===== config.mk =====
export PLATFORM = sky130hd
export DESIGN_NAME = irqfs_sequencer
export DESIGN_NICKNAME = d
export VERILOG_FILES = /design/src/design/irqfs_sequencer.v
export VERILOG_INCLUDE_DIRS = /design/src /design/src/design
export SDC_FILE = /design/constraint.sdc
export NUM_CORES = 1
export LEC_CHECK = 0
export BUFFER_PORTS_ARGS = -buffer_cell sky130_fd_sc_hd__buf_2
export CORE_ASPECT_RATIO = 1.75
export CORE_MARGIN = 4
export CORE_UTILIZATION = 54
export CTS_BUF_LIST = sky130_fd_sc_hd__clkbuf_8
export CTS_CLUSTER_DIAMETER = 150
export DETAILED_ROUTE_END_ITERATION = 10
export PLACE_DENSITY = 0.92
export SLEW_MARGIN = 5
export SYNTH_ARGS = -nofsm -noshare
export SYNTH_HDL_FRONTEND = slang
export SYNTH_SLANG_ARGS = --single-unit

===== constraint.sdc =====
create_clock -name core_clk -period 19.5 [get_ports core_clk]
set_input_delay 3.9 -clock core_clk [delete_from_list [all_inputs] [get_ports core_clk]]
set_output_delay 3.9 -clock core_clk [all_outputs]
set_load 0.01 [all_outputs]

===== src/design/irqfs_consts.vh =====
`ifndef IRQFS_CONSTS_VH
`define IRQFS_CONSTS_VH
`define IRQFS_ADDR_FLAGS_A 4'h0
`define IRQFS_ADDR_FLAGS_B 4'h1
`define IRQFS_ADDR_PRIO_A 4'h2
`define IRQFS_ADDR_PRIO_B 4'h3
`define IRQFS_ADDR_PRIO_C 4'h4
`define IRQFS_ADDR_EVENT 4'h5
`define IRQFS_ADDR_EVENT_ALT 4'h6
`define IRQFS_ADDR_IRQ_STATUS 4'h7
`define IRQFS_ADDR_IRQ_MASK 4'h8
`define IRQFS_FLAGS_RESET 8'h00
`define IRQFS_FLAGS_B_USED 8'h1f
`define IRQFS_NUM_SRC 13
`define IRQFS_CODE_BASE 12'h400
`define IRQFS_CODE_STEP 6'h20
`define IRQFS_HANDLER_OFFSET 32'h00000600
`define IRQFS_SR_HOLD 28
`define IRQFS_SR_BANK 29
`define IRQFS_SR_PRIV 30
`define IRQFS_SR_MASK_LO 4
`define IRQFS_EV_ACCEPT 0
`define IRQFS_EV_ENTRY 1
`endif


===== src/design/irqfs_sequencer.v =====
// Behaviour
// - Flags A: infrared bits 7-4, DMA 3-0
// - Flags clear on reset, otherwise follow the request lines while clk_en is high
// - Flag bit one while request present
// - Flags B: converter bit 4, FIFO serial 3-0
// - Flags B bits 7-5 read zero
// - Pick highest programmed level, others wait
// - Ties go to fixed default order
// - Accept only when level exceeds mask
// - Pending pin low while accepted request stands
// - Pending pin high when mask covers source
// - Synchronous; CPU takes at instruction boundary
// - Source code loaded into both event registers
// - Entry saves status and program counter
// - Entry jumps to vector base plus offset
// - Entry leaves priority mask unchanged
`timescale 1ns/10ps
`include "irqfs_consts.vh"
module irqfs_sequencer (
  input wire core_clk,
  input wire srst,
  input wire clk_en,
  input wire [3:0] dma_end_req,
  input wire [3:0] infrared_req,
  input wire converter_done_req,
  input wire [3:0] fifo_serial_req,
  input wire [3:0] reg_addr,
  input wire [31:0] reg_wdata,
  input wire reg_wr,
  input wire reg_rd,
  output reg [31:0] reg_rdata,
  input wire [31:0] cpu_status,
  input wire [31:0] cpu_pc,
  input wire [31:0] vector_base,
  input wire insn_boundary,
  output reg cpu_irq_req,
  output reg pending_indicator_pin_n,
  output reg entry_strobe,
  output reg [31:0] saved_status_register,
  output reg [31:0] saved_program_counter,
  output reg [31:0] next_status,
  output reg [31:0] entry_target,
  output reg irq_out
);
  reg [7:0] peripheral_request_flags_a;
  reg [7:0] peripheral_request_flags_b;
  reg [15:0] priority_level_reg_a;
  reg [15:0] priority_level_reg_b;
  reg [15:0] priority_level_reg_c;
  reg [11:0] event_code_reg;
  reg [11:0] event_code_reg_alt;
  reg [1:0] irq_status;
  reg [1:0] irq_mask;
  reg [12:0] src_all;
  reg [3:0] src_level [0:12];
  reg [3:0] best_level;
  reg [3:0] best_idx;
  reg found;
  reg [3:0] sel_level;
  reg [3:0] sel_idx;
  reg sel_valid;
  reg [1:0] ev_set;
  integer i;
  wire [3:0] priority_mask_field;
  wire accept_ok;
  wire take_now;
  wire [1:0] clr_bits;
  assign priority_mask_field = cpu_status[`IRQFS_SR_MASK_LO+3:`IRQFS_SR_MASK_LO];
  // Source order index 0 wins ties: DMA 0-3, infrared err..tx, converter, FIFO err..tx
  always @* begin
    src_all = {fifo_serial_req[3:0], converter_done_req, peripheral_request_flags_a[7:4],
      peripheral_request_flags_a[3:0]};
    src_all[12:9] = peripheral_request_flags_b[3:0];
    src_all[8] = peripheral_request_flags_b[4];
    for (i = 0; i < 4; i = i + 1) begin
      src_level[i] = priority_level_reg_a[3:0];
      src_level[4+i] = priority_level_reg_a[7:4];
      src_level[9+i] = priority_level_reg_b[3:0];
    end
    src_level[8] = priority_level_reg_a[11:8];
  end
  // Strictly-greater compare keeps the earlier, higher default source on ties
  always @* begin
    best_level = 4'h0;
    best_idx = 4'h0;
    found = 1'b0;
    for (i = 0; i < `IRQFS_NUM_SRC; i = i + 1) begin
      if (src_all[i] && (src_level[i] > best_level)) begin
        best_level = src_level[i];
        best_idx = i[3:0];
        found = 1'b1;
      end else if (src_all[i] && !found && (src_level[i] == best_level)) begin
        best_idx = i[3:0];
      end
    end
  end
  assign accept_ok = found && (best_level > priority_mask_field);
  // Entry is recorded only on a boundary while the hold bit is clear
  assign take_now = cpu_irq_req && insn_boundary && !cpu_status[`IRQFS_SR_HOLD];
  assign clr_bits = (reg_wr && reg_addr == `IRQFS_ADDR_IRQ_STATUS) ? reg_wdata[1:0] : 2'b00;
  always @* begin
    ev_set = 2'b00;
    ev_set[`IRQFS_EV_ACCEPT] = accept_ok && !sel_valid;
    ev_set[`IRQFS_EV_ENTRY] = take_now;
  end
  always @(posedge core_clk) begin
    if (srst) begin
      peripheral_request_flags_a <= `IRQFS_FLAGS_RESET;
      peripheral_request_flags_b <= `IRQFS_FLAGS_RESET;
      priority_level_reg_a <= 16'h0000;
      priority_level_reg_b <= 16'h0000;
      priority_level_reg_c <= 16'h0000;
      event_code_reg <= 12'h000;
      event_code_reg_alt <= 12'h000;
      irq_status <= 2'b00;
      irq_mask <= 2'b00;
      sel_level <= 4'h0;
      sel_idx <= 4'h0;
      sel_valid <= 1'b0;
      cpu_irq_req <= 1'b0;
      pending_indicator_pin_n <= 1'b1;
      entry_strobe <= 1'b0;
      saved_status_register <= 32'h00000000;
      saved_program_counter <= 32'h00000000;
      next_status <= 32'h00000000;
      entry_target <= 32'h00000000;
      irq_out <= 1'b0;
      reg_rdata <= 32'h00000000;
    end else if (clk_en) begin
      // Same-clock sources: flags mirror the lines, so clearing at source clears here
      peripheral_request_flags_a <= {infrared_req, dma_end_req};
      peripheral_request_flags_b <= {3'b000, converter_done_req, fifo_serial_req}
        & `IRQFS_FLAGS_B_USED;
      if (reg_wr) begin
        case (reg_addr)
          `IRQFS_ADDR_PRIO_A: priority_level_reg_a <= reg_wdata[15:0];
          `IRQFS_ADDR_PRIO_B: priority_level_reg_b <= reg_wdata[15:0];
          `IRQFS_ADDR_PRIO_C: priority_level_reg_c <= reg_wdata[15:0];
          `IRQFS_ADDR_IRQ_MASK: irq_mask <= reg_wdata[1:0];
          default: ;
        endcase
      end
      // Set beats clear in the same cycle
      irq_status <= (irq_status & ~clr_bits) | ev_set;
      irq_out <= |(((irq_status & ~clr_bits) | ev_set) & irq_mask);
      sel_valid <= accept_ok;
      sel_level <= best_level;
      sel_idx <= best_idx;
      cpu_irq_req <= accept_ok;
      // Rises on clear or on masking, regardless of the hold bit
      pending_indicator_pin_n <= !accept_ok;
      entry_strobe <= take_now;
      if (take_now) begin
        event_code_reg <= `IRQFS_CODE_BASE + sel_idx * `IRQFS_CODE_STEP;
        event_code_reg_alt <= `IRQFS_CODE_BASE + sel_idx * `IRQFS_CODE_STEP;
        saved_status_register <= cpu_status;
        saved_program_counter <= cpu_pc;
        next_status <= cpu_status | (32'h1 << `IRQFS_SR_HOLD) | (32'h1 << `IRQFS_SR_PRIV)
          | (32'h1 << `IRQFS_SR_BANK);
        entry_target <= vector_base + `IRQFS_HANDLER_OFFSET;
      end
      if (reg_rd) begin
        case (reg_addr)
          `IRQFS_ADDR_FLAGS_A: reg_rdata <= {24'h000000, peripheral_request_flags_a};
          `IRQFS_ADDR_FLAGS_B: reg_rdata <= {24'h000000, peripheral_request_flags_b};
          `IRQFS_ADDR_PRIO_A: reg_rdata <= {16'h0000, priority_level_reg_a};
          `IRQFS_ADDR_PRIO_B: reg_rdata <= {16'h0000, priority_level_reg_b};
          `IRQFS_ADDR_PRIO_C: reg_rdata <= {16'h0000, priority_level_reg_c};
          `IRQFS_ADDR_EVENT: reg_rdata <= {20'h00000, event_code_reg};
          `IRQFS_ADDR_EVENT_ALT: reg_rdata <= {20'h00000, event_code_reg_alt};
          `IRQFS_ADDR_IRQ_STATUS: reg_rdata <= {30'h00000000, irq_status};
          `IRQFS_ADDR_IRQ_MASK: reg_rdata <= {30'h00000000, irq_mask};
          default: reg_rdata <= 32'h00000000;
        endcase
      end
    end
  end
endmodule

After elaboration in Yosys (flattened, before gate mapping)
Cells that the tools add are included.

Logic and storage cells: 176. Register bits: 245. Output and inout bits: 164.

Bitwise logic cells: 4. $lt $le $gt $ge: 14. Reduce and logical (&&, ||, !) cells: 66. Equal/unequal tests: 20. Mux-type cells: 52. Add/sub/neg operators: 2.

Operators with widths (number): two-way mux 4 bit (35); one-hot mux 16 bit (8 select lines) (1); > comparator 4 bit (13); equality test 4 bit (12); logical AND 1 bit (42); adder 32 x 11 -> 32 bit (second input constant) (1); equality test 4 x 3 -> 1 bit (second input constant) (4); zero test 1 bit (15); two-way mux 1 bit (15); adder 11 x 9 -> 12 bit (first input constant) (1); AND reduction 3 bit (4); equality test 4 x 2 -> 1 bit (second input constant) (2); bitwise AND 2 bit (2); equality test 4 x 1 -> 1 bit (second input constant) (1); equality test 4 bit (second input constant) (1); > comparator 4 x 1 -> 1 bit (second input constant) (1); zero test 4 bit (1); AND reduction 2 bit (2); OR reduction 2 bit (2); two-way mux 2 bit (1); inverter 2 bit (1); OR 2 bit (1).

Logic depth before layout (Yosys ltp)
Gate-level depths: netlist of the first run.

Word-level depth: 45. Gate-level depth with buffers: 99. Mapped depth without buffers: 96.

Least setup slack after synthesis of the first run
No wires, ideal clock.

Path type: flip-flop to flip-flop. Start point: reg priority_level_reg_a[1]. End point: reg irq_out. Setup slack: 2.635 ns. Required time: 19.408 ns. Arrival time: 16.773 ns. Path buffers: 4. Stages on the path, launching flop included: 94. Setup time: 0.092 ns. Cell sequence: dfxtp_1 o21ai_0 ha_1 nor2b_1 o311a_1 or2_1 buf_6 nand2_1 ha_1 nand3_1 o31a_1 o21a_1 nor2_1 nor2_1 ha_1 nand3_1 nor3_1 a21oi_1 (+58 left out) o21a_1 o211ai_1 inv_1 a21oi_2 mux2i_1 ha_1 nor2b_1 o21a_1 o21a_1 o211ai_1 inv_1 nor3_1 mux2_2 ha_1 and4_1 nor4_1 o31ai_2 o32ai_1.

Word-level cells in the longest chain between the ends: 45. Elaborated cells between the ends (all ways): 58. Those cells by class: order compare: 14; mux: 26; bitwise: 2; reduce/logical: 16.

RTL lines: start, declared (line irqfs_sequencer.v:47) `reg [15:0] priority_level_reg_a;`; start signal, assigned (line irqfs_sequencer.v:136) `` `IRQFS_ADDR_PRIO_A: priority_level_reg_a <= reg_wdata[15:0]; ``; > comparator 4 x 1 -> 1 bit (line irqfs_sequencer.v:88) `if (src_all[i] && (src_level[i] > best_level)) begin`; logical AND 1 bit (line irqfs_sequencer.v:88); two-way mux 4 bit (line irqfs_sequencer.v:88); > comparator 4 bit (line irqfs_sequencer.v:88); logical AND 1 bit (line irqfs_sequencer.v:88); two-way mux 4 bit (line irqfs_sequencer.v:88); > comparator 4 bit (line irqfs_sequencer.v:88); logical AND 1 bit (line irqfs_sequencer.v:88); (+29 left out); logical AND 1 bit (line irqfs_sequencer.v:88); two-way mux 4 bit (line irqfs_sequencer.v:88); > comparator 4 bit (line irqfs_sequencer.v:97) `assign accept_ok = found && (best_level > priority_mask_field);`; logical AND 1 bit (*) (line irqfs_sequencer.v:97); logical AND 1 bit (*) (line irqfs_sequencer.v:103) `` ev_set[`IRQFS_EV_ACCEPT] = accept_ok && !sel_valid; ``; OR 2 bit (*) (line irqfs_sequencer.v:145) `irq_out <= |(((irq_status & ~clr_bits) | ev_set) & irq_mask);`; bitwise AND 2 bit (*) (line irqfs_sequencer.v:145); OR reduction 2 bit (*) (line irqfs_sequencer.v:145); end signal, assigned (line irqfs_sequencer.v:145); end, declared (line irqfs_sequencer.v:43) `output reg irq_out`.

Mark *: on every way between the ends. The rest lies on a longest branch, timed or not. A chain may end at the register's enable or synchronous reset.

Worst setup path after layout of the first run
Ends and elaborated chain as after synthesis.

==> flow_metrics.tcl, run 1 <==
set metrics [dict create \
    p_leak_nw 5.04 \
    worst_pin_slew_ns 1.29 \
    cts_made_buffers 17 \
    drv_cap 0 \
    period_share 0.952 \
    period_needed_ns 18.56 \
    cts_max_level 4 \
    cp_slowest_cell "dfxtp_2" \
    port_buffers 282 \
    synth_top_family_by_area "compound AO/OA/AOI/OAI gates" \
    yosys-top-cells-count "nand2_1 (308), dfxtp_1 (190), a21oi_1 (174), nor2_1 (89), clkbuf_1 (59)" \
    vias_per_cell 5.86 \
    antenna_found_initial 2 \
    synthMuxAreaShare 0.0440 \
    cts_tree "done" \
    final_cells 1776 \
    ys_seq_area_frac 0.374 \
    worstSetupStartpointType "flop" \
    synth_area_um2 10200 \
    hold_viol_final 0 \
    synth_edf_count 0 \
    combPwrFrac 0.087 \
    finalWirelength_um 31700 \
    finalClockSkew_ns 0.0151 \
    cp_num_buf_inv 7 \
    grt_pass1_vias 10403 \
    fin_setup_tns_ns 0 \
    num_io_pins 315 \
    synthSimpleGateAreaFrac 0.213 \
    p_int_mw 0.550 \
    synth_top_cell_by_area "dfxtp_1" \
    syn_to_final_growth_pct 16.8 \
    hp-class "flop to flop" \
    cts_hold_buf 0 \
    post_synth_xor_area_fraction 0.0198 \
    totalPowerFinal_mw 0.743 \
    clk_latency_ns 0.47 \
    detail-route-antenna-nets 0 \
    drt-initial-drc-count 849 \
    drv_slew 0 \
    crit_type "flop to flop" \
    initial_core_util 0.548 \
    ys_ff_latch 190 \
    clk_pin_slew_ns 0.10 \
    finalSetupViolations 0 \
    crit_arrival_ns 18.95 \
    clock_power_share 0.379 \
    synth_compound_area_frac 0.219 \
    synth_area_leaders "dfxtp_1 (37%), nand2_1 (11%), a21oi_1 (8.6%)" \
    switchingPower_mw 0.193 \
    avgRoutedWirePerCell_um 17.9 \
    slew_headroom 0.140 \
    r2r_slack_ns 0.94 \
    seqPwrFrac 0.533 \
    clockBufferDepth 2 \
    drc 0 \
    ys_async_sr_fraction 0 \
    yosysMostFrequentCell "nand2_1" \
    cts.sinks 190 \
    finalNetCount 1715 \
    grt_pass1_wl_um 50400 \
    cpMostUsedCell "ha_1" \
    syn_inst 1318 \
    die_h_um 190 \
    synth_top_area_share 0.374 \
    synth_fa_ha_area_frac 0.0492 \
    synthDistinctLibCells 79 \
    path_max_fanout 9 \
    synth_area_per_cell_um2 7.72 \
    crit_family "compound AO/OA/AOI/OAI gates" \
    yosysWarnings 0 \
    layout-drive-gt1-share 0.241 \
    vias 10400 \
    gp_congestion 0.984 \
    hpwl_um 24000 \
    swShare 0.259 \
    grt_max_degree 104 \
    crit_required_ns 19.88 \
    rows 66 \
    synthFlopType "dfxtp_1" \
    dp_cells 1741 \
    clock.fmax_mhz 53.9 \
    die_x_um 112 \
    endpoint_kind "flop" \
    power.density_nw_per_um2 62.5 \
    overflow 0 \
    dieArea_um2 21200 \
    status "complete, no violations" \
    peakVddDrop_uv 69.7 \
    cts_root_buf "clkbuf_8" \
    drt_pass1_iterations 8 \
    slowest_delay_ns 0.48 \
    grt_util_all_layers 0.290 \
    fp.coreArea_um2 18600 \
]
## per-stage QoR
stage          hold slack, ns  utilization  setup slack [ns]  instance area [µm²]
2_1_floorplan           0.427            -              2.64                10200
3_3_place_gp            0.439        0.612             0.343                11400
3_5_place_dp            0.444        0.612            0.0862                11400
4_1_cts                 0.458        0.635            0.0413                11800
5_1_grt                 0.476        0.639           -0.0970                11900
6_report                0.456        0.639             0.938                11900
## registers in the layout, indices dropped and copies added, names as in the netlist, 5 cells and up
register and flops:
reg_rdata 16, priority_level_reg_c 16, saved_program_counter 32, entry_target 32, peripheral_request_flags_b 5, priority_level_reg_b 16, priority_level_reg_a 16, saved_status_register 32
peripheral_request_flags_a 8
## layout make-up
type | instances | area, µm²
antenna | 1 | 2.50
clock buffer | 18 | 248
clock inverter | 14 | 178
fill | 1564 | 6700
inverter | 46 | 173
multi-input combinational | 976 | 5670
sequential | 190 | 3810
tap | 238 | 298
timing repair buffer | 293 | 1500
## power groups by stage
| stage | Clock [mW] | Sequential [mW] | Combinational (mW) |
|---|---|---|---|
| final | 0.282 | 0.396 | 0.0647 |
| after detailed placement | 0 | 0.405 | 0.0626 |
| after floorplan | 0 | 0.403 | 0.0393 |
| after global placement | 0 | 0.405 | 0.0613 |
| after CTS | 0.285 | 0.396 | 0.0630 |
| after global routing | 0.298 | 0.397 | 0.0710 |
## what timing repair did
item,4_1_cts,5_1_grt
setup endpoints to repair,3,8
buffers inserted,0,2
gates resized for setup,1,21
pin swaps,0,1
## per-layer routing
| layer | global-route usage | part of all wire |
|---|---|---|
| met3 | 0.0748 | 0.084 |
| met1 | 0.295 | 0.34 |
| met5 | 0 | 0.00088 |
| met2 | 0.525 | 0.51 |
| met4 | 0.179 | 0.066 |
## logic make-up (layout without fill, tap and decap cells)
group	after synthesis	in the layout
simple gates	509	509
compound gates	345	345
flops	190	190
buf+inv	167	371
mux	43	43
fa+ha+maj	40	40
xor+xnor	23	23
other cells	1	17
## worst register-to-register path: cells and delay by family, from the launching register on
| family | cells | cell delay (ns) |
|---|---|---|
| muxes | 6 | 1.88 |
| adders and majority gates | 12 | 3.48 |
| DFF | 1 | 0.48 |
| AOI/OAI and AO/OA | 37 | 6.90 |
| and+or+nand+nor | 27 | 5.05 |
| buffers and inverters | 7 | 0.67 |
## path summary, 6_finish.rpt
path                            from              end  cells after the start
min                  entry_target[7]  entry_target[7]                      2
min reg2reg          entry_target[7]  entry_target[7]                      2
max          priority_level_reg_a[1]          irq_out                     89
max reg2reg  priority_level_reg_a[1]          irq_out                     89
## cell usage in the layout, fill, tap and decap left out, types with 6 or more instances in the layout
cell type / instances
buf_4: 11
ha_1: 40
xnor2_1: 14
a22oi_1: 6
nor2_1: 88
and2_1: 7
a21o_1: 7
conb_1: 16
inv_1: 48
o211ai_1: 10
o21ai_0: 32
nor2b_1: 11
a31oi_1: 7
inv_6: 7
mux2i_1: 29
mux2_2: 14
clkbuf_8: 18
o21a_1: 8
and3_1: 20
a222oi_1: 10
nand3_1: 30
dfxtp_1: 186
nor3_1: 13
buf_2: 281
xor2_1: 9
nand2_1: 308
a21oi_1: 172
a211oi_1: 28
No activity file was read; power rests on OpenSTA's default activity.
==> run 2: changes to the inputs <==
--- a/config.mk
+++ b/config.mk
@@ -14,6 +14,7 @@
 export CTS_CLUSTER_DIAMETER = 150
 export DETAILED_ROUTE_END_ITERATION = 10
 export PLACE_DENSITY = 0.92
+export REMOVE_ABC_BUFFERS = 1
 export SLEW_MARGIN = 5
 export SYNTH_ARGS = -nofsm -noshare
 export SYNTH_HDL_FRONTEND = slang
==> run 2 against run 1 <==
  * Flip-flop and latch count is the same
  * Critical endpoint unchanged
  * Die area is the same
  * Total power fell by 0.68%
  * Critical path depth up 1
  * Highest routed layer unchanged
==> flow_metrics.tcl, run 2 (synthesis results as in run 1) <==
set metrics [dict create \
    status "complete, no violations" \
    cpMostUsedCell "ha_1" \
    crit_arrival_ns 18.84 \
    r2r_cells 90 \
    finalNetCount 1720 \
    peakVddDrop_uv 65.7 \
    final_common_cell "nand2_1" \
    layout-drive-gt1-share 0.246 \
    cts_hold_buf 0 \
    rows 66 \
    finalWirelength_um 32800 \
    cts_made_buffers 17 \
    drv_slew 0 \
    num-fill-cells 1585 \
    largestRegisters "entry_target (32), saved_program_counter (32), saved_status_register (32)" \
    crit_required_ns 19.87 \
    period_share 0.947 \
    r2r-end "irq_out" \
    grt_pass1_wl_um 50300 \
    hp-class "flop to flop" \
    overflow 0 \
    grt_util_all_layers 0.295 \
    worstSetupStartpointType "flop" \
    dieArea_um2 21200 \
    slew_headroom 0.338 \
    crit_type "flop to flop" \
    r2r_slack_ns 1.03 \
    die_x_um 112 \
    avgRoutedWirePerCell_um 18.4 \
    drt_pass1_iterations 7 \
    dp_cells 1744 \
    grt_max_degree 105 \
    hold_viol_final 0 \
    worst_slack_ns 1.03 \
    clk_latency_ns 0.48 \
    grt_pass1_vias 10070 \
    dp_slack_ns -0.212 \
    antenna_found_initial 5 \
    clock.fmax_mhz 54.2 \
    slowest_delay_ns 0.47 \
    hpwl_um 24500 \
    r2r-start "priority_level_reg_a[1]" \
    final_cell_mix "nand2_1 (308), buf_2 (281), dfxtp_1 (187)" \
    final_cells 1788 \
    finalSetupViolations 0 \
    utilization 0.642 \
    drv_cap 0 \
    cts_max_level 4 \
    detail-route-antenna-nets 0 \
    whs_ns 0.456 \
    num_io_pins 315 \
    cts_root_buf "clkbuf_8" \
    whs_endpoint "saved_program_counter[30]" \
    clockBufferDepth 2 \
    port_buffers 282 \
    initial_core_util 0.548 \
    min_path_cells 2 \
    p_leak_nw 5.05 \
    cts_tree "done" \
    fp.coreArea_um2 18600 \
    cp_slowest_cell "dfxtp_1" \
    hp-start "saved_program_counter[30]" \
    gp_congestion 1.01 \
    die_h_um 190 \
    drc 0 \
    cts.sinks 190 \
    period_needed_ns 18.47 \
    syn_to_final_growth_pct 17.2 \
    drt-initial-drc-count 922 \
    endpoint_kind "flop" \
    vias 10529 \
    power.density_nw_per_um2 61.9 \
    clk_pin_slew_ns 0.10 \
    fin_setup_tns_ns 0 \
    path_max_fanout 9 \
    worst_pin_slew_ns 0.992 \
    finalClockSkew_ns 0.0135 \
    vias_per_cell 5.89 \
]
-- run 2: changes by cell type in the layout (fill, tap and decap cells not counted), sizes merged --
cell	before	now
buf	293	298
bufinv	3	2
clkbuf	18	19
clkinv	0	2
clkinvlp	1	3
diode	1	8
inv	56	52
-- run 2: per-stage QoR --
stage               total power, mW  cell area (µm²)
floorplan                     0.433             9580
detailed placement            0.469            11400
finish                        0.738            11900
global route                  0.762            11900
CTS                           0.739            11800
global placement              0.467            11400
-- run 2: worst max-delay path: cells and delay by family, from the launching register on --
family	cells	cell delay (ns)
AOI/OAI and AO/OA	38	7.24
and+or+nand+nor	27	4.55
adders and majority gates	12	3.39
muxes	7	2.19
buffers and inverters	6	0.48
DFF	1	0.47
-- run 2: repair_timing --
| item | in CTS | in global routing |
|---|---|---|
| resized for setup | 5 | 20 |
| buffers inserted | 1 | 3 |
| pin swaps | 0 | 2 |
| endpoints found under the setup margin | 4 | 8 |
-- run 2: power by group --
part	total [mW]	internal [mW]	switching, mW
clock network	0.275	0.124	0.151
registers	0.396	0.391	0.00521
logic	0.0663	0.0260	0.0403
-- run 2: final cells by class --
cell class | count | area [µm²] | area share
Antenna cell | 8 | 20.0 | 0.00168
Clock buffer | 19 | 262 | 0.0219
Clock inverter | 13 | 156 | 0.0131
Inverter | 46 | 173 | 0.0145
Multi-Input combinational cell | 976 | 5670 | 0.476
Sequential cell | 190 | 3810 | 0.319
Tap cell | 238 | 298 | 0.0250
Timing Repair Buffer | 298 | 1540 | 0.129
-- run 2: how the worst max path moves through the flow --
| stage | from | endpoint | slack [ns] | cells after the start |
|---|---|---|---|---|
| final | priority_level_reg_a[1] | irq_out | 1.03 | 90 |
| after global placement | peripheral_request_flags_a[0] | irq_out | 0.15 | 92 |
| after floorplan | priority_level_reg_a[1] | irq_out | 2.81 | 89 |
| after global routing | priority_level_reg_a[1] | irq_out | -0.04 | 93 |
| after detailed placement | peripheral_request_flags_a[0] | irq_out | -0.21 | 92 |
| after CTS | peripheral_request_flags_a[0] | irq_out | 0.09 | 91 |
-- run 2: layer usage --
layer | wire [µm] | vias to the layer above | track usage
met2 | 16700 | 590 | 0.525
met1 | 11100 | 4850 | 0.308
met5 | 27 | - | 0
met4 | 2010 | 4 | 0.182
met3 | 2930 | 142 | 0.0742
li1 | - | 4943 | -
